`src/inc/dadc_pkg.sv`:
```
`default_nettype none

package dadc_pkg;

  // ----------------------------------------------------------------------
  // Widths and addresses.
  // ----------------------------------------------------------------------
  localparam int          RES_WIDTH   = 10;
  localparam int          ADDR_WIDTH  = 5;
  localparam int          DATA_WIDTH  = 8;
  localparam int          NUM_MODULES = 2;
  localparam int          NUM_CHAN    = 4;
  localparam logic [4:0]  ADDR_CSR0   = 5'h10;
  localparam logic [4:0]  ADDR_CSR1   = 5'h11;
  localparam logic [4:0]  ADDR_TCR0   = 5'h12;
  localparam logic [4:0]  ADDR_TCR1   = 5'h13;

  // ----------------------------------------------------------------------
  // Field positions.
  // ----------------------------------------------------------------------
  localparam int          FLAG_BIT    = 7;
  localparam int          REQ_EN_BIT  = 6;
  localparam int          START_BIT   = 5;
  localparam int          SCAN_BIT    = 4;
  localparam int          SPEED_BIT   = 3;
  localparam int          CH_HI_BIT   = 1;
  localparam int          CH_LO_BIT   = 0;
  localparam int          TRG_EN_BIT  = 7;
  localparam int          LOW_PAD     = 6;

  // ----------------------------------------------------------------------
  // Values after reset.
  // ----------------------------------------------------------------------
  localparam logic [9:0]  RES_RESET    = 10'h000;
  localparam logic [7:0]  CSR_RESET    = 8'h00;
  localparam logic [6:0]  TCR_RESERVED = 7'h7f;
  localparam logic        TRG_RESET    = 1'b0;

  // ----------------------------------------------------------------------
  // Conversion timing; one state is one clock period.
  // ----------------------------------------------------------------------
  localparam int          CLK_NS            = 50;
  localparam int          STATE_NS          = 50;
  localparam int          CONV_LONG_STATES  = 266;
  localparam int          CONV_SHORT_STATES = 134;
  localparam int          CONV_LONG_CYC     = (CONV_LONG_STATES * STATE_NS) / CLK_NS;
  localparam int          CONV_SHORT_CYC    = (CONV_SHORT_STATES * STATE_NS) / CLK_NS;

  typedef struct packed {
    logic       end_flag;
    logic       req_en;
    logic       start;
    logic       scan;
    logic       speed;
    logic [1:0] chan;
  } dadc_ctl_t;

  typedef struct packed {
    logic       wr;
    logic [1:0] idx;
    logic [9:0] data;
  } dadc_result_t;

  typedef enum logic [1:0] {
    DADC_IDLE = 2'b01,
    DADC_CONV = 2'b10
  } dadc_state_t;

endpackage : dadc_pkg

`default_nettype wire

```
`src/logic/dadc_seq.sv`:
```
`default_nettype none

module dadc_seq (
  input  wire logic                 sys_clk,
  input  wire logic                 reset,
  input  wire dadc_pkg::dadc_ctl_t  ctl,
  input  wire logic [9:0]           conv_result,
  output logic [1:0]                conv_channel,
  output dadc_pkg::dadc_result_t    result,
  output logic                      end_event,
  output logic                      single_done
);

  dadc_pkg::dadc_state_t  state;
  dadc_pkg::dadc_state_t  next_state;
  logic [8:0]             cnt;
  logic [8:0]             next_cnt;
  logic [8:0]             reload;
  logic [1:0]             next_channel;
  dadc_pkg::dadc_result_t next_result;
  logic                   next_end_event;
  logic                   next_single_done;

  // ----------------------------------------------------------------------
  // Channel sequencing.
  // ----------------------------------------------------------------------
  always_comb begin
    reload = ctl.speed ? 9'(dadc_pkg::CONV_SHORT_CYC - 1)
                       : 9'(dadc_pkg::CONV_LONG_CYC - 1);
    next_state       = state;
    next_cnt         = cnt;
    next_channel     = conv_channel;
    next_result      = '0;
    next_end_event   = 1'b0;
    next_single_done = 1'b0;
    case (state)
      dadc_pkg::DADC_IDLE: begin
        // The start bit still reads one in the cycle after a single conversion ends.
        if (ctl.start && !single_done) begin
          next_state   = dadc_pkg::DADC_CONV;
          next_cnt     = reload;
          next_channel = ctl.scan ? 2'h0 : ctl.chan;
        end
      end
      dadc_pkg::DADC_CONV: begin
        if (!ctl.start) begin
          next_state = dadc_pkg::DADC_IDLE;
        end else if (cnt != 9'h000) begin
          next_cnt = cnt - 9'h001;
        end else begin
          next_result = {1'b1, conv_channel, conv_result};
          next_cnt    = reload;
          if (!ctl.scan) begin
            next_end_event   = 1'b1;
            next_single_done = 1'b1;
            next_state       = dadc_pkg::DADC_IDLE;
          end else if (conv_channel == ctl.chan) begin
            next_end_event = 1'b1;
            next_channel   = 2'h0;
          end else begin
            next_channel = conv_channel + 2'h1;
          end
        end
      end
      default: begin
        next_state = dadc_pkg::DADC_IDLE;
      end
    endcase
  end

  always_ff @(posedge sys_clk) begin
    if (reset) begin
      state        <= dadc_pkg::DADC_IDLE;
      cnt          <= 9'h000;
      conv_channel <= 2'h0;
      result       <= '0;
      end_event    <= 1'b0;
      single_done  <= 1'b0;
    end else begin
      state        <= next_state;
      cnt          <= next_cnt;
      conv_channel <= next_channel;
      result       <= next_result;
      end_event    <= next_end_event;
      single_done  <= next_single_done;
    end
  end

endmodule : dadc_seq

`default_nettype wire

```
`src/logic/dadc_trig.sv`:
```
`default_nettype none

module dadc_trig (
  input  wire logic sys_clk,
  input  wire logic reset,
  input  wire logic trigger_input_pin_n,
  input  wire logic timer_trigger,
  input  wire logic trigger_enable,
  output logic      trigger_pulse
);

  logic [2:0] sync;
  logic [2:0] next_sync;
  logic       level;
  logic       next_level;
  logic       next_pulse;

  // ----------------------------------------------------------------------
  // Pin filter and falling edge.
  // ----------------------------------------------------------------------
  // The pin is taken as settled only when the second and third stages agree.
  always_comb begin
    next_sync  = {sync[1:0], trigger_input_pin_n};
    next_level = (sync[1] == sync[2]) ? sync[2] : level;
    next_pulse = trigger_enable & ((level & ~next_level) | timer_trigger);
  end

  always_ff @(posedge sys_clk) begin
    if (reset) begin
      sync          <= 3'h7;
      level         <= 1'b1;
      trigger_pulse <= 1'b0;
    end else begin
      sync          <= next_sync;
      level         <= next_level;
      trigger_pulse <= next_pulse;
    end
  end

endmodule : dadc_trig

`default_nettype wire

```
`src/logic/dadc_top.sv`:
```
`default_nettype none

module dadc_top (
  input  wire logic             sys_clk,
  input  wire logic             reset,
  input  wire logic             standby,
  input  wire logic [4:0]       bus_addr,
  input  wire logic             bus_rd,
  input  wire logic             bus_wr,
  input  wire logic [7:0]       bus_wdata,
  output logic      [7:0]       bus_rdata,
  input  wire logic [1:0]       xfer_active,
  input  wire logic             trigger_input_pin_n,
  input  wire logic             timer_trigger,
  input  wire logic [1:0][9:0]  conv_result,
  output logic      [1:0][1:0]  conv_channel,
  output logic      [1:0]       conv_done_request
);

  // ----------------------------------------------------------------------
  // Decoding helpers.
  // ----------------------------------------------------------------------
  function automatic logic mod_of(input logic [4:0] addr);
    mod_of = addr[4] ? addr[0] : addr[3];
  endfunction : mod_of

  function automatic logic [7:0] csr_image(input dadc_pkg::dadc_ctl_t c);
    csr_image = {c.end_flag, c.req_en, c.start, c.scan, c.speed, 1'b0, c.chan};
  endfunction : csr_image

  // ----------------------------------------------------------------------
  // State.
  // ----------------------------------------------------------------------
  logic                   clr;
  logic [9:0]             res [8];
  logic [9:0]             next_res [8];
  logic [1:0]             temp;
  logic [1:0]             next_temp;
  dadc_pkg::dadc_ctl_t    ctl [2];
  dadc_pkg::dadc_ctl_t    next_ctl [2];
  logic [1:0]             trg_en;
  logic [1:0]             next_trg_en;
  logic [1:0]             armed;
  logic [1:0]             next_armed;
  logic [7:0]             next_rdata;
  logic [1:0]             next_req;
  logic                   trig_pulse;
  dadc_pkg::dadc_result_t result [2];
  logic [1:0]             end_event;
  logic [1:0]             single_done;
  logic                   sel;

  // Standby acts exactly like power-on reset; manual reset has no input here,
  // so nothing in this block is disturbed by it.
  assign clr = reset | standby;

  // ----------------------------------------------------------------------
  // Converter sequencers, one per module.
  // ----------------------------------------------------------------------
  for (genvar g = 0; g < dadc_pkg::NUM_MODULES; g++) begin : g_mod
    dadc_seq dadc_seq_i (
      .sys_clk      (sys_clk),
      .reset        (clr),
      .ctl          (ctl[g]),
      .conv_result  (conv_result[g]),
      .conv_channel (conv_channel[g]),
      .result       (result[g]),
      .end_event    (end_event[g]),
      .single_done  (single_done[g])
    );
  end

  dadc_trig dadc_trig_i (
    .sys_clk             (sys_clk),
    .reset               (clr),
    .trigger_input_pin_n (trigger_input_pin_n),
    .timer_trigger       (timer_trigger),
    .trigger_enable      (trg_en[0] | trg_en[1]),
    .trigger_pulse       (trig_pulse)
  );

  // ----------------------------------------------------------------------
  // Register access and control.
  // ----------------------------------------------------------------------
  always_comb begin
    sel         = bus_addr[0];
    next_res    = res;
    next_temp   = temp;
    next_ctl    = ctl;
    next_trg_en = trg_en;
    next_armed  = armed;
    next_rdata  = 8'h00;
    next_req    = 2'h0;
    if (bus_rd) begin
      if (!bus_addr[4]) begin
        if (!bus_addr[0]) begin
          next_rdata = res[bus_addr[3:1]][9:2];
          next_temp  = res[bus_addr[3:1]][1:0];
        end else begin
          next_rdata = {temp, 6'h00};
        end
      end else begin
        case (bus_addr)
          dadc_pkg::ADDR_CSR0, dadc_pkg::ADDR_CSR1: begin
            next_rdata = csr_image(ctl[sel]);
            if (ctl[sel].end_flag) begin
              next_armed[sel] = 1'b1;
            end
          end
          dadc_pkg::ADDR_TCR0, dadc_pkg::ADDR_TCR1: begin
            next_rdata = {trg_en[sel], dadc_pkg::TCR_RESERVED};
          end
          default: begin
            next_rdata = 8'h00;
          end
        endcase
      end
    end
    if (bus_wr) begin
      case (bus_addr)
        dadc_pkg::ADDR_CSR0, dadc_pkg::ADDR_CSR1: begin
          next_ctl[sel].req_en = bus_wdata[dadc_pkg::REQ_EN_BIT];
          next_ctl[sel].start  = bus_wdata[dadc_pkg::START_BIT];
          next_ctl[sel].scan   = bus_wdata[dadc_pkg::SCAN_BIT];
          next_ctl[sel].speed  = bus_wdata[dadc_pkg::SPEED_BIT];
          next_ctl[sel].chan   = bus_wdata[dadc_pkg::CH_HI_BIT:dadc_pkg::CH_LO_BIT];
          if (!bus_wdata[dadc_pkg::FLAG_BIT] && armed[sel]) begin
            next_ctl[sel].end_flag = 1'b0;
          end
          next_armed[sel] = 1'b0;
        end
        dadc_pkg::ADDR_TCR0, dadc_pkg::ADDR_TCR1: begin
          next_trg_en[sel] = bus_wdata[dadc_pkg::TRG_EN_BIT];
        end
        default: begin
          next_trg_en = trg_en;
        end
      endcase
    end
    for (int m = 0; m < dadc_pkg::NUM_MODULES; m++) begin
      if (xfer_active[m] && (bus_rd || bus_wr) && (mod_of(bus_addr) == 1'(m))) begin
        next_ctl[m].end_flag = 1'b0;
      end
      if (result[m].wr) begin
        next_res[m * dadc_pkg::NUM_CHAN + int'(result[m].idx)] = result[m].data;
      end
      if (trig_pulse) begin
        next_ctl[m].start = 1'b1;
      end
      if (single_done[m]) begin
        next_ctl[m].start = 1'b0;
      end
      // A completion in the same cycle as a clear must not be lost.
      if (end_event[m]) begin
        next_ctl[m].end_flag = 1'b1;
      end
      next_req[m] = next_ctl[m].end_flag & next_ctl[m].req_en;
    end
  end

  always_ff @(posedge sys_clk) begin
    if (clr) begin
      for (int i = 0; i < 8; i++) begin
        res[i] <= dadc_pkg::RES_RESET;
      end
      for (int m = 0; m < dadc_pkg::NUM_MODULES; m++) begin
        ctl[m] <= {dadc_pkg::CSR_RESET[7:3], dadc_pkg::CSR_RESET[1:0]};
      end
      temp              <= 2'h0;
      trg_en            <= {2{dadc_pkg::TRG_RESET}};
      armed             <= 2'h0;
      bus_rdata         <= 8'h00;
      conv_done_request <= 2'h0;
    end else begin
      res               <= next_res;
      ctl               <= next_ctl;
      temp              <= next_temp;
      trg_en            <= next_trg_en;
      armed             <= next_armed;
      bus_rdata         <= next_rdata;
      conv_done_request <= next_req;
    end
  end

  // ----------------------------------------------------------------------
  // Checks.
  // ----------------------------------------------------------------------
  low_byte_pad_a: assert property (
    @(posedge sys_clk) disable iff (clr)
    (bus_rd && !bus_addr[4] && bus_addr[0]) |=> (bus_rdata[5:0] == 6'h00))
    else $error("result lower byte has nonzero pad bits");

  temp_latch_a: assert property (
    @(posedge sys_clk) disable iff (clr)
    (bus_rd && !bus_addr[4] && !bus_addr[0]) ##1 !bus_rd
      ##1 (bus_rd && !bus_addr[4] && bus_addr[0])
      |=> (bus_rdata[7:6] == $past(res[bus_addr[3:1]][1:0], 3)))
    else $error("lower byte read did not return latched bits");

  reset_clear_a: assert property (
    @(posedge sys_clk)
    clr |=> (res[0] == 10'h000 && res[7] == 10'h000 && ctl[0] == '0 && trg_en == 2'h0))
    else $error("reset or standby did not clear registers");

  csr_bit2_a: assert property (
    @(posedge sys_clk) disable iff (clr)
    (bus_rd && (bus_addr == dadc_pkg::ADDR_CSR0)) |=> !bus_rdata[2])
    else $error("control status bit 2 read as one");

  tcr_ones_a: assert property (
    @(posedge sys_clk) disable iff (clr)
    (bus_rd && (bus_addr == dadc_pkg::ADDR_TCR1)) |=> (bus_rdata[6:0] == 7'h7f))
    else $error("trigger register reserved bits not ones");

  request_gate_a: assert property (
    @(posedge sys_clk) disable iff (clr)
    (!ctl[0].req_en && !(bus_wr && bus_addr == dadc_pkg::ADDR_CSR0))
      |=> !conv_done_request[0])
    else $error("done request issued while disabled");

  flag_set_a: assert property (
    @(posedge sys_clk) disable iff (clr)
    end_event[1] |=> (ctl[1].end_flag && (conv_done_request[1] == ctl[1].req_en)))
    else $error("end flag not set on completion");

  no_write_set_a: assert property (
    @(posedge sys_clk) disable iff (clr)
    (bus_wr && bus_addr == dadc_pkg::ADDR_CSR0 && !ctl[0].end_flag && !end_event[0])
      |=> !ctl[0].end_flag)
    else $error("end flag set by a software write");

  single_stop_a: assert property (
    @(posedge sys_clk) disable iff (clr)
    (single_done[0] && !trig_pulse) |=> !ctl[0].start)
    else $error("start bit not cleared after single conversion");

  trigger_start_a: assert property (
    @(posedge sys_clk) disable iff (clr)
    (trig_pulse && !single_done[0] && !single_done[1])
      |=> (ctl[0].start && ctl[1].start))
    else $error("trigger did not set both start bits");

  xfer_clear_a: assert property (
    @(posedge sys_clk) disable iff (clr)
    (xfer_active[0] && bus_rd && bus_addr == dadc_pkg::ADDR_CSR0 && !end_event[0])
      |=> !ctl[0].end_flag)
    else $error("transfer access left end flag set");

  csr1_bit2_a: assert property (
    @(posedge sys_clk) disable iff (clr)
    (bus_rd && (bus_addr == dadc_pkg::ADDR_CSR1)) |=> !bus_rdata[2])
    else $error("control status 1 bit 2 read as one");

  tcr0_ones_a: assert property (
    @(posedge sys_clk) disable iff (clr)
    (bus_rd && (bus_addr == dadc_pkg::ADDR_TCR0)) |=> (bus_rdata[6:0] == 7'h7f))
    else $error("trigger register 0 reserved bits not ones");

  upper_byte_a: assert property (
    @(posedge sys_clk) disable iff (clr)
    (bus_rd && !bus_addr[4] && !bus_addr[0]) |=> (bus_rdata == $past(res[bus_addr[3:1]][9:2])))
    else $error("result upper byte read wrong bits");

  temp_capture_a: assert property (
    @(posedge sys_clk) disable iff (clr)
    (bus_rd && !bus_addr[4] && !bus_addr[0]) |=> (temp == $past(res[bus_addr[3:1]][1:0])))
    else $error("upper byte read did not latch lower bits");

  request_follow_a: assert property (
    @(posedge sys_clk) disable iff (clr)
    conv_done_request == {ctl[1].end_flag & ctl[1].req_en, ctl[0].end_flag & ctl[0].req_en})
    else $error("done request differs from flag and enable");

  flag_set0_a: assert property (
    @(posedge sys_clk) disable iff (clr)
    end_event[0] |=> ctl[0].end_flag)
    else $error("module 0 end flag not set on completion");

  scan_hold_a: assert property (
    @(posedge sys_clk) disable iff (clr)
    (ctl[0].scan && ctl[0].start && !single_done[0]
      && !(bus_wr && bus_addr == dadc_pkg::ADDR_CSR0)) |=> ctl[0].start)
    else $error("scan start bit dropped without software");

  scan_range_a: assert property (
    @(posedge sys_clk) disable iff (clr)
    (result[0].wr && ctl[0].scan) |-> (result[0].idx <= ctl[0].chan))
    else $error("scan converted a channel outside the selection");

  single_chan_a: assert property (
    @(posedge sys_clk) disable iff (clr)
    (result[1].wr && !ctl[1].scan) |-> (result[1].idx == ctl[1].chan))
    else $error("single conversion stored the wrong channel");

  store_mod0_a: assert property (
    @(posedge sys_clk) disable iff (clr)
    result[0].wr |=> (res[{1'b0, $past(result[0].idx)}] == $past(result[0].data)))
    else $error("module 0 result stored in the wrong register");

  store_mod1_a: assert property (
    @(posedge sys_clk) disable iff (clr)
    result[1].wr |=> (res[{1'b1, $past(result[1].idx)}] == $past(result[1].data)))
    else $error("module 1 result stored in the wrong register");

  trig_enabled_a: assert property (
    @(posedge sys_clk) disable iff (clr)
    trig_pulse |-> ($past(trg_en) != 2'h0))
    else $error("trigger accepted while disabled");

  start_write_a: assert property (
    @(posedge sys_clk) disable iff (clr)
    (bus_wr && bus_addr == dadc_pkg::ADDR_CSR1 && bus_wdata[dadc_pkg::START_BIT]
      && !single_done[1]) |=> ctl[1].start)
    else $error("start bit write did not take");

  flag_keep_a: assert property (
    @(posedge sys_clk) disable iff (clr)
    (ctl[1].end_flag && !bus_wr && !xfer_active[1]) |=> ctl[1].end_flag)
    else $error("end flag dropped without a clearing access");

endmodule : dadc_top

`default_nettype wire

```
`config.mk`:
```
export PLATFORM = sky130hd
export DESIGN_NAME = dadc_top
export DESIGN_NICKNAME = d
export VERILOG_FILES = /design/src/inc/dadc_pkg.sv /design/src/logic/dadc_seq.sv /design/src/logic/dadc_trig.sv /design/src/logic/dadc_top.sv
export SDC_FILE = /design/constraint.sdc
export NUM_CORES = 1
export LEC_CHECK = 0
export ABC_CLOCK_PERIOD_IN_PS = 2700
export BUFFER_PORTS_ARGS = -buffer_cell sky130_fd_sc_hd__buf_4
export CORE_MARGIN = 5
export CORE_UTILIZATION = 45
export CTS_BUF_LIST = sky130_fd_sc_hd__clkbuf_16
export CTS_CLUSTER_SIZE = 30
export DETAILED_ROUTE_END_ITERATION = 10
export REMOVE_ABC_BUFFERS = 1
export SLEW_MARGIN = 15
export SYNTH_ARGS = -nofsm -noshare
export SYNTH_HDL_FRONTEND = slang
export SYNTH_SLANG_ARGS = --single-unit
```
`constraint.sdc`:
```
create_clock -name sys_clk -period 2.7 [get_ports sys_clk]
set_input_delay 0.27 -clock sys_clk [delete_from_list [all_inputs] [get_ports sys_clk]]
set_output_delay 0.27 -clock sys_clk [all_outputs]
set_load 0.02 [all_outputs]
```
==> run summary, run 1 <==
The multi-input combinational cells in the finished layout cover a total of 3550 um^2. For the placeable core region, the log shows 15800 um^2. Period utilization: 0.801. The root buffer cell chosen for the clock tree is clkbuf_16. Synthesis produced a netlist whose cell count is 765.

In the final timing run, aggregate negative setup slack is 0 ns. The antenna cell count came out at 0. The total wire length after detailed routing came out at 17600 um.

The cell count along the critical path came out at 6. The most frequently used cell type in the post-synthesis netlist was dfxtp_1. The synthesized netlist contains 61 unique library cells.

The net count of the finished layout is 847. Averaged over all synthesized cells, the footprint is 9.39 um^2. The routed layout has 5800 vias. The number of buffers added to fix hold violations after cts is 0, and the sequential-to-total area share from yosys stat is 0.476. The largest net degree at the start of global routing was 59. The synthesized design contains 171 register bits.

The logs give 0 for the aggregate global routing overflow and 0 for the number of nets with antenna violations after detailed routing. Power spread over the standard cell area amounts to 584 nW/um^2. The first-pass iteration count of the detailed router came out at 5. The worst hold path class is in2reg. The run gives 12000 um as the detailed placement HPWL.

For the number of slew-limit violations in the final report, the log shows 0. Post-synthesis cell type with the largest combined area: dfxtp_1. The worst hold path passes through 2 cells. For this design, the sink count on the clock tree is 171. Total buffers and inverters traversed by the critical path: 1.

The tools report the tightest slew margin relative to the limit as 0.402. The worst register-to-register path has a depth of 6. For this block, the initial DRC count from the detailed router was 403.

Kind of cell with the highest combined delay on the critical path: compound AO/OA/AOI/OAI gates. The flow ran to the end, and the final reports show no timing, DRC or antenna violations. The number of I/O pins was 56; the via count of the first global-routing pass was 5518. For the number of max-cap violations, the log shows 0. Walking the worst path, the cells encountered are inv_1 -> ha_1 -> nor4b_1 -> a21oi_1 -> o311ai_0 -> o31ai_1.

The fraction of final layout cells sized beyond drive strength 1 is 0.156. For this run, the slowest stage of the critical path takes 0.47 ns. The number of buffers inserted by port buffering is 54. For the final database, setup skew stands at 0.00724 ns. The clock slew at the register clock pins of the worst setup and hold paths is 0.06 ns. Endpoint kind of the worst setup timing path: a flop.

The share of async-settable or async-resettable flops after synthesis was 0; the critical-path maximum fanout was 9. The run gives 0.195 as the all-layer global routing usage. The final setup slack of the worst path is 0.538 ns. By area the synthesized netlist is led by dfxtp_1 (48%), mux2i_1 (8.5%), mux4_2 (6.3%).

The number of hold violations in the final report was 0; the cell area after layout was 8270 um^2. At the worst endpoint, the arrival time is 2.45 ns. Summing all flip-flop and latch instances after layout gives 3420 um^2.

Setup repair after global routing left no endpoint under its margin. Sorting the synthesized cells by how often they occur yields dfxtp_1 (171), nand2_1 (110), a21oi_1 (74). In the routed layout, each cell is associated on average with a via count of 5.63. Setup violations remaining at the end of the flow were counted as 0.

Based on the critical path, the design can be clocked at up to 463 MHz. The die is 136 um wide. The floorplan step set the die height to 136 um. The instance area after placement came out at 7760 um^2. The congestion estimate from routability-driven global placement came to 0.825. The tools report the starting density of the core as 0.456.

Critical-path cell with the highest stage delay: o311ai_0. The clock passes through at most 2 buffers. The logs give 0 for the initial antenna violation count and 0.0207 ns for the minimum hold slack.

The area fraction of the dominant cell type after synthesis works out to 0.476. The layout overhead on the synthesized area was 15.1%. The die covers 18600 um^2. The leakage power summed over all cells came out at 0.00302 uW. After clock tree synthesis, the repair step resized 0 gates.

The post-CTS setup-driven buffer insertion count was 0. Prior to clock tree synthesis, the placed netlist has a worst setup slack of 0.600 ns. After synthesis the cells add up to 7190 um^2. The clock buffer count from CTS is 17, and the yosys synthesis warning count is 0.

The critical path is of the reg2reg type. The tools report the first-pass GRT wire length as 28300 um. TritonCTS built the clock tree. For the pin with the worst max-slew slack, the measured transition is 0.894 ns. At the worst endpoint, the required time is 2.99 ns. The H-tree depth is 4, and the total DRC errors in the routed layout is 0. The post-detailed-route wirelength per cell is 17.1 um. Counting flops with a built-in enable in the synthesized netlist gives 0. Across the VDD grid, the largest voltage drop is 0.520 mV. In this run the core area contains 46 standard-cell rows.

The tools report the source-to-sink clock delay at the later pin of the worst-skew pair as 0.43 ns. STA classifies the critical path startpoint as a flop. Fill cells in the final layout number 1483. The shortest period the worst path allows is 2.16 ns. The commonest register cell after synthesis was dfxtp_1.
## area by class of cell
class,count,area share
multi-input cells,538,0.429
well taps,216,0.0327
clock buffers,17,0.0514
inverters,13,0.00590
clock inverters,14,0.0101
repair buffers,61,0.0569
flip-flops and latches,171,0.414
## worst register-to-register path: stages (launching register included)
cell and delay, ns:
dfxtp_1 0.34, inv_1 0.06, ha_1 0.20, nor4b_1 0.45, a21oi_1 0.37, o311ai_0 0.47, o31ai_1 0.12
## routing by layer
metal	GRT usage	vias to the layer above	share of wire
li1	-	2792	-
met1	0.266	2800	0.47
met2	0.306	183	0.47
met3	0.0463	25	0.047
met4	0.0610	0	0.016
met5	0	-	0
## registers in the layout (all words and copies together), names as in the netlist
signal,count
armed,2
bus_rdata,8
conv_done_request,2
ctl,14
dadc_trig_i.level,1
dadc_trig_i.sync,3
dadc_trig_i.trigger_pulse,1
g_mod.dadc_seq_i.cnt,18
g_mod.dadc_seq_i.conv_channel,4
g_mod.dadc_seq_i.end_event,2
g_mod.dadc_seq_i.result,26
g_mod.dadc_seq_i.single_done,2
g_mod.dadc_seq_i.state,4
res,80
temp,2
trg_en,2
## final timing paths
kind	startpoint	endpoint	slack, ns
setup reg to reg	g_mod[1].dadc_seq_i.cnt[0]	g_mod[1].dadc_seq_i.conv_channel[1]	0.54
setup / recovery	g_mod[1].dadc_seq_i.cnt[0]	g_mod[1].dadc_seq_i.conv_channel[1]	0.54
hold / removal	trigger_input_pin_n	dadc_trig_i.sync[0]	0.02
hold reg to reg	dadc_trig_i.sync[0]	dadc_trig_i.sync[1]	0.41
## cell usage in the layout (no fill, tap or decap), types with 4 or more instances in the layout
cell,n
mux2_2,6
a32o_1,6
nor2_1,68
clkbuf_16,17
o22ai_1,9
nor4_1,10
o21ai_0,24
nor3_1,11
xnor2_1,4
clkinv_2,4
nand2b_1,4
nand2_1,110
or2_2,4
o21a_1,4
dfxtp_1,171
nor2b_1,7
a31oi_1,4
inv_1,14
mux2i_1,61
a211oi_1,5
a21oi_1,74
mux4_2,20
or4_1,6
nand3b_1,5
and2_1,23
nand3_1,13
nor3b_1,4
buf_4,60
or3_1,6
and3_1,4
## cell families (layout without fill, tap and decap cells)
| group | count (synthesis) | after routing | share of synthesized area |
|---|---|---|---|
| AOI/OAI and AO/OA | 153 | 153 | 0.129 |
| and+or+nand+nor | 291 | 291 | 0.197 |
| xor gates and xnor gates | 4 | 4 | 0.00487 |
| adders and majority gates | 3 | 3 | 0.00522 |
| muxes | 87 | 87 | 0.157 |
| buffers and inverters | 56 | 105 | 0.0310 |
| DFF | 171 | 171 | 0.476 |
## stage by stage
| step | instances | power, uW | util |
|---|---|---|---|
| detailed placement | 999 | 2750 | 0.492 |
| CTS | 1030 | 4870 | 0.525 |
| global route | 1030 | 5000 | 0.525 |
| global placement | 999 | 2750 | 0.492 |
| floorplan | 722 | 2650 | - |
| finish | 1030 | 4830 | 0.525 |
## power by group
group	internal, uW	switching [uW]	total (uW)
Clock	1150	981	2130
Sequential	2530	1.98	2530
Combinational	71.4	97.0	168
Power figures use the tool's default switching activity.
==> run 2: changes to the inputs <==
--- a/config.mk
+++ b/config.mk
@@ -5,13 +5,14 @@
 export SDC_FILE = /design/constraint.sdc
 export NUM_CORES = 1
 export LEC_CHECK = 0
-export ABC_CLOCK_PERIOD_IN_PS = 2700
+export ABC_CLOCK_PERIOD_IN_PS = 1900
 export BUFFER_PORTS_ARGS = -buffer_cell sky130_fd_sc_hd__buf_4
 export CORE_MARGIN = 5
 export CORE_UTILIZATION = 45
 export CTS_BUF_LIST = sky130_fd_sc_hd__clkbuf_16
 export CTS_CLUSTER_SIZE = 30
 export DETAILED_ROUTE_END_ITERATION = 10
+export PLACE_DENSITY = 0.65
 export REMOVE_ABC_BUFFERS = 1
 export SLEW_MARGIN = 15
 export SYNTH_ARGS = -nofsm -noshare
==> constraint.sdc (replaced) <==
create_clock -name sys_clk -period 1.9 [get_ports sys_clk]
set_input_delay 0.19 -clock sys_clk [delete_from_list [all_inputs] [get_ports sys_clk]]
set_output_delay 0.19 -clock sys_clk [all_outputs]
set_load 0.02 [all_outputs]
==> run 2 against run 1 <==
  * Clock skew rose by 0.0019 ns
  * Sequential power rose by 42%
  * Cell area rose by 7.8%
  * Cell count rose by 6.3%
  * Global-route usage rose by 0.69 points
==> run summary, run 2 (synthesis results as in run 1) <==
The logs give 539 MHz for the timing-limited maximum frequency and 0.05 ns for the worst-case register-to-register setup slack. The longest clock path from root to sink contains 2 buffers. The tightest slew margin relative to the limit came out at 0.531. The area of the die was 18600 um^2.

The floorplan step set the die width to 136 um. The instance area after placement came out at 8060 um^2. The largest registers in the layout are res (80), g_mod.dadc_seq_i.result (26), g_mod.dadc_seq_i.cnt (18). In the routed design, unresolved DRC markers number 0. The clock tree synthesis step divided the H-tree into 4 levels. Compared with the post-synthesis result, the final layout area differs by 24.1%. The startpoint-to-endpoint class of the critical path is reg2reg. The detailed router placed 5946 vias in this run.

The worst reg-to-reg path cell count is 7. In this run the worst hold path is classified as in2reg. In this run the worst setup path begins at g_mod[0].dadc_seq_i.cnt[0]. Traced cell by cell, the critical path runs through inv_1 -> ha_2 -> or4b_4 -> o21ai_4 -> buf_4 -> o21ai_1 -> a32o_1.

The fraction of final layout cells sized beyond drive strength 1 works out to 0.204. In this run the worst path has a maximum fanout of 5. For this design the top-level I/O count stands at 56. The number of buffers inserted by port buffering came out at 54.

For this design, the slowest cell found on the critical path is or4b_4. Entering global routing, the biggest net connects 61 pins. The first global-routing pass estimated 29600 um of wire. Clock tree synthesis inserted a total of 17 buffers.

Broken down by cell family, the worst path's largest delay share belongs to compound AO/OA/AOI/OAI gates. The run gives 1095 as the final standard cell count with taps included and fillers excluded. After detailed routing, the average wire length per cell comes to 16.5 um.

The pre-antenna-repair detailed-routing pass consisted of 5 iterations. In this run the worst setup path terminates at g_mod[0].dadc_seq_i.cnt[3]. Clock-pin slew was measured on the worst setup and hold paths at 0.07 ns. The shortest period the worst path allows was 1.85 ns; the maximum single-stage delay on the critical path was 0.48 ns.

In this run the static leakage power is 0.00333 uW. The aggregate global routing overflow was 0; the initial antenna violation count was 0. Setup violations remaining at the end of the flow were counted as 0. The worst supply voltage drop on vdd came out at 0.604 mV. The logs give 1035 for the count of placed standard cells including taps and 18100 um for the total wire length after detailed routing.

The number of hold violations in the final report was 0. The endpoint identified for the worst register-to-register timing path is g_mod[0].dadc_seq_i.cnt[3]. In this run the clock root is driven by a clkbuf_16.

The source-to-sink clock delay at the later pin of the worst-skew pair is 0.43 ns. The via count of the first global-routing pass was 5911. For the number of violations reported at the end of detailed-routing iteration 0, the log shows 361.

The register bank with the most flops is res. The run gives 0 ns as the post-route setup TNS. Total buffers and inverters traversed by the critical path: 2. The transition time at the pin with the least slew margin is 0.704 ns, and the placeable core region is 15800 um^2. The flip-flop count of the largest register, all copies and words added came out at 80.

For the final database, setup skew stands at 0.00918 ns. The period utilization was 0.976. Cell count along the critical path: 7.

The library cells used most frequently in the layout, excluding fill and tap cells, are dfxtp_1 (171), nand2_1 (110), buf_4 (97), a21oi_1 (74), nor2_1 (67). TritonCTS built the clock tree. Net total in the final layout: 912. For the cell area after layout, the log shows 8920 um^2. The most frequent standard cell in the layout excluding fill and tap cells is dfxtp_1. The tree built by TritonCTS fans out to 171 sinks.

The run finished with clean final reports. The number of slew-limit violations in the final report came out at 0. The tools report the origin of the critical flop-to-flop path as g_mod[0].dadc_seq_i.cnt[0]. In this run the remaining antenna-violating nets after routing total 0. The all-layer global routing usage is 0.202, and the die height is 136 um. Detailed placement finished with a half-perimeter wire length of 12400 um. STA classifies the critical path endpoint as a flop. Setup repair after global routing could not meet its margin everywhere. 0 antenna diodes ended up in the layout. After detailed routing, the number of vias per cell comes to 5.43. In this run the power density over the cells is 785 nW/um^2.

The final RePlAce weighted congestion is 0.842, and the number of max-cap violations is 0. Startpoint type of the worst setup path: a flop. The total number of placement rows is 46, and the data required time of the worst path is 2.22 ns.

Hold timing on the final database bottoms out at a slack of 0.0329 ns. The starting density of the core was 0.456; the arrival time of data at the critical path endpoint was 2.17 ns.
## run 2: cell count changes in the layout (fill, tap and decap cells not counted), moves of 2 or more
cell / previous run / this run
buf_4: 60 / 97
inv_6: 1 / 3
clkinv_2: 4 / 0
or4b_4: 0 / 2
buf_12: 1 / 3
ha_2: 0 / 2
o21ai_0: 24 / 22
dlygate4sd3_1: 0 / 25
clkinv_4: 2 / 4
ha_1: 3 / 1
## run 2: repair_timing
item,4_1_cts,5_1_grt
hold endpoints to repair,23,0
resized for setup,0,17
setup buffers,0,4
endpoints found under the setup margin,0,29
hold buffers,25,0
## run 2: cell type report
class / count / area, um^2
timing repair buffer: 126 / 1050
clock buffer: 17 / 425
inverter: 13 / 48.8
clock inverter: 14 / 98.8
sequential: 171 / 3420
fill: 1423 / 6850
multi-input combinational: 538 / 3600
tap: 216 / 270
## run 2: worst min-delay path by stage
| stage | cells past startpoint | slack, ns | from | endpoint |
|---|---|---|---|---|
| after floorplan | 1 | 0.28 | bus_addr[4] | bus_rdata[7] |
| after global placement | 2 | 0.38 | trigger_input_pin_n | dadc_trig_i.sync[0] |
| after detailed placement | 2 | 0.38 | trigger_input_pin_n | dadc_trig_i.sync[0] |
| after CTS | 3 | 0.003 | timer_trigger | dadc_trig_i.trigger_pulse |
| after global routing | 3 | 0.03 | bus_wdata[3] | ctl[2] |
| final | 3 | 0.03 | bus_wdata[3] | ctl[2] |
## run 2: routing by layer
layer	GRT usage	vias to the layer above	wire length, um
met5	0	-	0
met2	0.340	146	8940
li1	-	2921	-
met3	0.0396	21	742
met1	0.260	2858	8070
met4	0.0655	0	311
## run 2: where the power goes
part | internal [uW] | switching [uW]
logic | 147 | 148
registers | 3590 | 2.67
clock network | 1660 | 1450
total | 5400 | 1600
## run 2: tightest hold or removal path, stage by stage
cell     delay (ns)
buf_4          0.09
mux2i_1        0.06
nor2_1         0.07
## run 2: through the flow
stage / util / worst slack (ns) / power (uW)
floorplan: - / -0.165 / 3760
global placement: 0.511 / 0.0720 / 3920
detailed placement: 0.511 / 0.0336 / 3930
CTS: 0.560 / 0.00955 / 7050
global route: 0.566 / -0.0237 / 7220
finish: 0.566 / 0.0450 / 7000
==> run 3: changes to the inputs <==
--- a/config.mk
+++ b/config.mk
@@ -5,6 +5,7 @@
 export SDC_FILE = /design/constraint.sdc
 export NUM_CORES = 1
 export LEC_CHECK = 0
+export ABC_AREA = 1
 export ABC_CLOCK_PERIOD_IN_PS = 1900
 export BUFFER_PORTS_ARGS = -buffer_cell sky130_fd_sc_hd__buf_4
 export CORE_MARGIN = 5
@@ -12,7 +13,7 @@
 export CTS_BUF_LIST = sky130_fd_sc_hd__clkbuf_16
 export CTS_CLUSTER_SIZE = 30
 export DETAILED_ROUTE_END_ITERATION = 10
-export PLACE_DENSITY = 0.65
+export PLACE_DENSITY_LB_ADDON = 0.1
 export REMOVE_ABC_BUFFERS = 1
 export SLEW_MARGIN = 15
 export SYNTH_ARGS = -nofsm -noshare
==> run 3 against run 2 <==
  * Synthesized cell count up 31%
  * Core utilization down 1.1 points
  * Sequential share of layout area grew 0.59 points
  * Sequential power is essentially flat
  * Clock power is 15% higher
  * Global-route usage is 1.0 points higher
  * Largest power group unchanged
  * Cell count up 19%
  * Cell area is 1.5% lower
  * Die area up 0.79%
==> run summary, run 3 <==
The final core utilization is 0.555, and the netlist area before placement is 7250 um^2. The tree is rooted in a clkbuf_16. The worst hold path class was in2reg. The tools report the first-pass GRT wire length as 30800 um. At the worst endpoint, the required time is 2.27 ns. The fraction of final layout cells sized beyond drive strength 1 came out at 0.120. The area fraction of the dominant cell type after synthesis is 0.472.

The initial antenna violation count was 0; the worst supply voltage drop on vdd was 0.620 mV. The number of cells on the worst reg-to-reg path is 10. The tools report the tightest slew margin relative to the limit as 0.685. 0 antenna diodes ended up in the layout.

Summing all placed instances gives a cell area of 7940 um^2. Leaving out fill and tap cells, the most frequent cell in the layout is nor2_1. In the post-synthesis netlist, the biggest area contributors are dfxtp_1 (47%), nor2_1 (9.7%), o21ai_0 (9.2%). The number of clock buffers added by TritonCTS is 17.

The most used flip-flop cell after synthesis is dfxtp_1. The starting density of the core is 0.458. The ratio of routed vias to standard cells is 4.92, and the total number of placement rows is 46. Yosys mapped the design onto 33 distinct sky130hd cell types.

The tools report the global-route met2 utilization as 0.341. The smallest clock period supported by the final layout is computed as 1.58 ns. The post-CTS setup-driven buffer insertion count is 0, and the total buffers and inverters traversed by the critical path is 2. Most used routing layer: met2. Power comes to 7630 uW. Wires add up to 18600 um. The number of hold violations in the final report was 0. The die height was 137 um.

The met1 track demand over resource in global routing was 0.285. The critical-path maximum fanout came out at 4. Summing over every cut layer, the via total after detailed routing is 6421.

Clock tree synthesis found a total of 171 sinks. The critical path is of the reg2reg type. The flip-flop count of the largest register, all copies and words added is 80. After detailed routing, the number of remaining DRC violations is 0.

The number of slew-limit violations in the final report is 0, and the source-to-sink clock delay at the later pin of the worst-skew pair is 0.43 ns. After synthesis the netlist holds a flip-flop and latch count of 171. The count of buffers added on input and output ports is 54. The HPWL after detailed placement is 12600 um.

The number of violations reported at the end of detailed-routing iteration 0 came out at 377. The period utilization is 0.832, and the all-layer global routing usage is 0.212. Based on the critical path, the design can be clocked at up to 633 MHz.

Entering global routing, the biggest net connects 83 pins. res holds more flip-flops than any other register. The most frequent cell on the critical path was nand2_1. Counting every instance in the synthesized netlist gives 1001. The H-tree generated during clock tree synthesis spans 4 levels.

Cell area after layout: 8780 um^2. Clock-pin slew was measured on the worst setup and hold paths at 0.06 ns. The worst hold path was traced through 3 stages. The critical-path cell with the highest stage delay is dfxtp_1. Setup repair after global routing left no endpoint under its margin.

The horizontal extent of the die works out to 137 um. After floorplanning, the core was sized to cover 15800 um^2. For this run, the detailed router's first-pass iteration total came to 5. In this run the deepest clock path goes through 2 buffers. STA classifies the critical path endpoint as a flop.

By instance count, the leading cell after synthesis is nor2_1. For this design the static power due to leakage is 0.00356 uW. In this design, the stage delay of the slowest critical-path cell is 0.32 ns. The die covers 18700 um^2. The library cells used most frequently in the layout, excluding fill and tap cells, are nor2_1 (187), dfxtp_1 (171), o21ai_0 (133), inv_1 (121), a21oi_1 (103). Counting buffers and inverters, the worst setup path is 10 cells deep. The sequential-to-total area share from yosys stat is 0.472, and the areal power density over the cells is 869 nW/um^2. The run gives 1.95 ns as the arrival time of data at the critical path endpoint.

TritonCTS built the clock tree. The tools report the number of setup violations in the final report as 0. The run gives 1120 as the net total in the final layout. The run finished with clean final reports.

The commonest cells after synthesis are nor2_1 (187), dfxtp_1 (171), o21ai_0 (133). Grouping stages by cell kind, the critical path spends the most delay in simple AND/OR/NAND/NOR gates. Clock skew on the completed layout was measured at 0.0109 ns. Yosys mapped a number of flops with a built-in enable equal to 0. The tool flagged a number of max-cap violations equal to 0. The share of async-settable or async-resettable flops after synthesis is 0.

In this run, post-CTS repair resized a total of 0 instances. The post-synthesis cell type with the largest combined area was dfxtp_1. Compared with the post-synthesis result, the final layout area differs by 21.2%. The run gives 0.811 as the final RePlAce weighted congestion.

Walking the worst path, the cells encountered are inv_1 -> ha_1 -> nand2_1 -> nor2_2 -> nand2_1 -> nand2_2 -> nand2_1 -> nand3_1 -> nand3_1 -> inv_1. The number of nets with antenna violations after detailed routing is 0. The global-route met3 utilization was 0.0460; the number of I/O pins was 56. At the pin with the least slew margin, the transition time is 0.469 ns. The via count of the first global-routing pass came out at 5948. STA classifies the critical path startpoint as a flop. Yosys printed 0 warnings. In the final layout, the registers with the most flip-flops are res (80), g_mod.dadc_seq_i.result (26), g_mod.dadc_seq_i.cnt (18). A synthesized cell averages 7.24 um^2. The tools report the aggregate global routing overflow as 0.

In the final routed layout, each cell accounts on average for 14.3 um.
==> run 3: what timing repair did <==
| item | CTS | global route |
|---|---|---|
| hold endpoints to repair | 24 | 0 |
| hold buffers | 24 | 0 |
| endpoints found under the setup margin | 0 | 0 |
==> run 3: final timing paths <==
| kind | from | endpoint | slack [ns] |
|---|---|---|---|
| max reg2reg | g_mod[1].dadc_seq_i.cnt[0] | g_mod[1].dadc_seq_i.cnt[3] | 0.32 |
| min | timer_trigger | dadc_trig_i.trigger_pulse | 0.01 |
| max | g_mod[1].dadc_seq_i.cnt[0] | g_mod[1].dadc_seq_i.cnt[3] | 0.32 |
| min reg2reg | dadc_trig_i.sync[0] | dadc_trig_i.sync[1] | 0.42 |
==> run 3: power breakdown <==
group	switching [uW]	total [uW]	internal, uW
combinational	254	438	184
sequential	3.87	3600	3590
clock	1420	3600	2180
total	1680	7630	5950
==> run 3: worst reg2reg max path: cells and delay by family (launching register included) <==
| family | cells | cell delay [ns] |
|---|---|---|
| flops | 1 | 0.32 |
| simple gates | 7 | 0.81 |
| fa+ha+maj | 1 | 0.21 |
| buf+inv | 2 | 0.17 |
==> run 3: cell type report <==
type	count	area, um^2
clock buffers	17	425
clock inverters	15	181
fillers	1505	7040
inverters	128	480
multi-input cells	656	3150
flip-flops and latches	171	3420
well taps	216	270
repair buffers	101	856
==> run 3: metrics by stage <==
stage | hold slack (ns) | std cells | TNS, ns | worst slack (ns)
detailed placement | 0.382 | 1248 | 0 | 0.332
floorplan | 0.297 | 955 | -66.00 | -1.00
global placement | 0.377 | 1248 | 0 | 0.320
CTS | 0.00266 | 1304 | 0 | 0.298
global route | 0.0188 | 1304 | 0 | 0.153
finish | 0.0112 | 1304 | 0 | 0.320
==> run 3: logic make-up (layout without fill, tap and decap cells) <==
| group | after synthesis | count (layout) | synth area share |
|---|---|---|---|
| buffers and inverters | 174 | 261 | 0.0939 |
| flip-flops | 171 | 171 | 0.472 |
| adder cells (fa/ha/maj) | 3 | 3 | 0.00518 |
| AND/OR/NAND/NOR | 375 | 375 | 0.223 |
| XOR/XNOR | 12 | 12 | 0.0145 |
| AO/OA/AOI/OAI | 266 | 266 | 0.191 |
==> run 3: per-layer routing <==
layer,part of all wire,up-vias
met1,0.47,2857
met5,0,-
li1,-,3397
met2,0.47,143
met4,0.016,0
met3,0.047,24
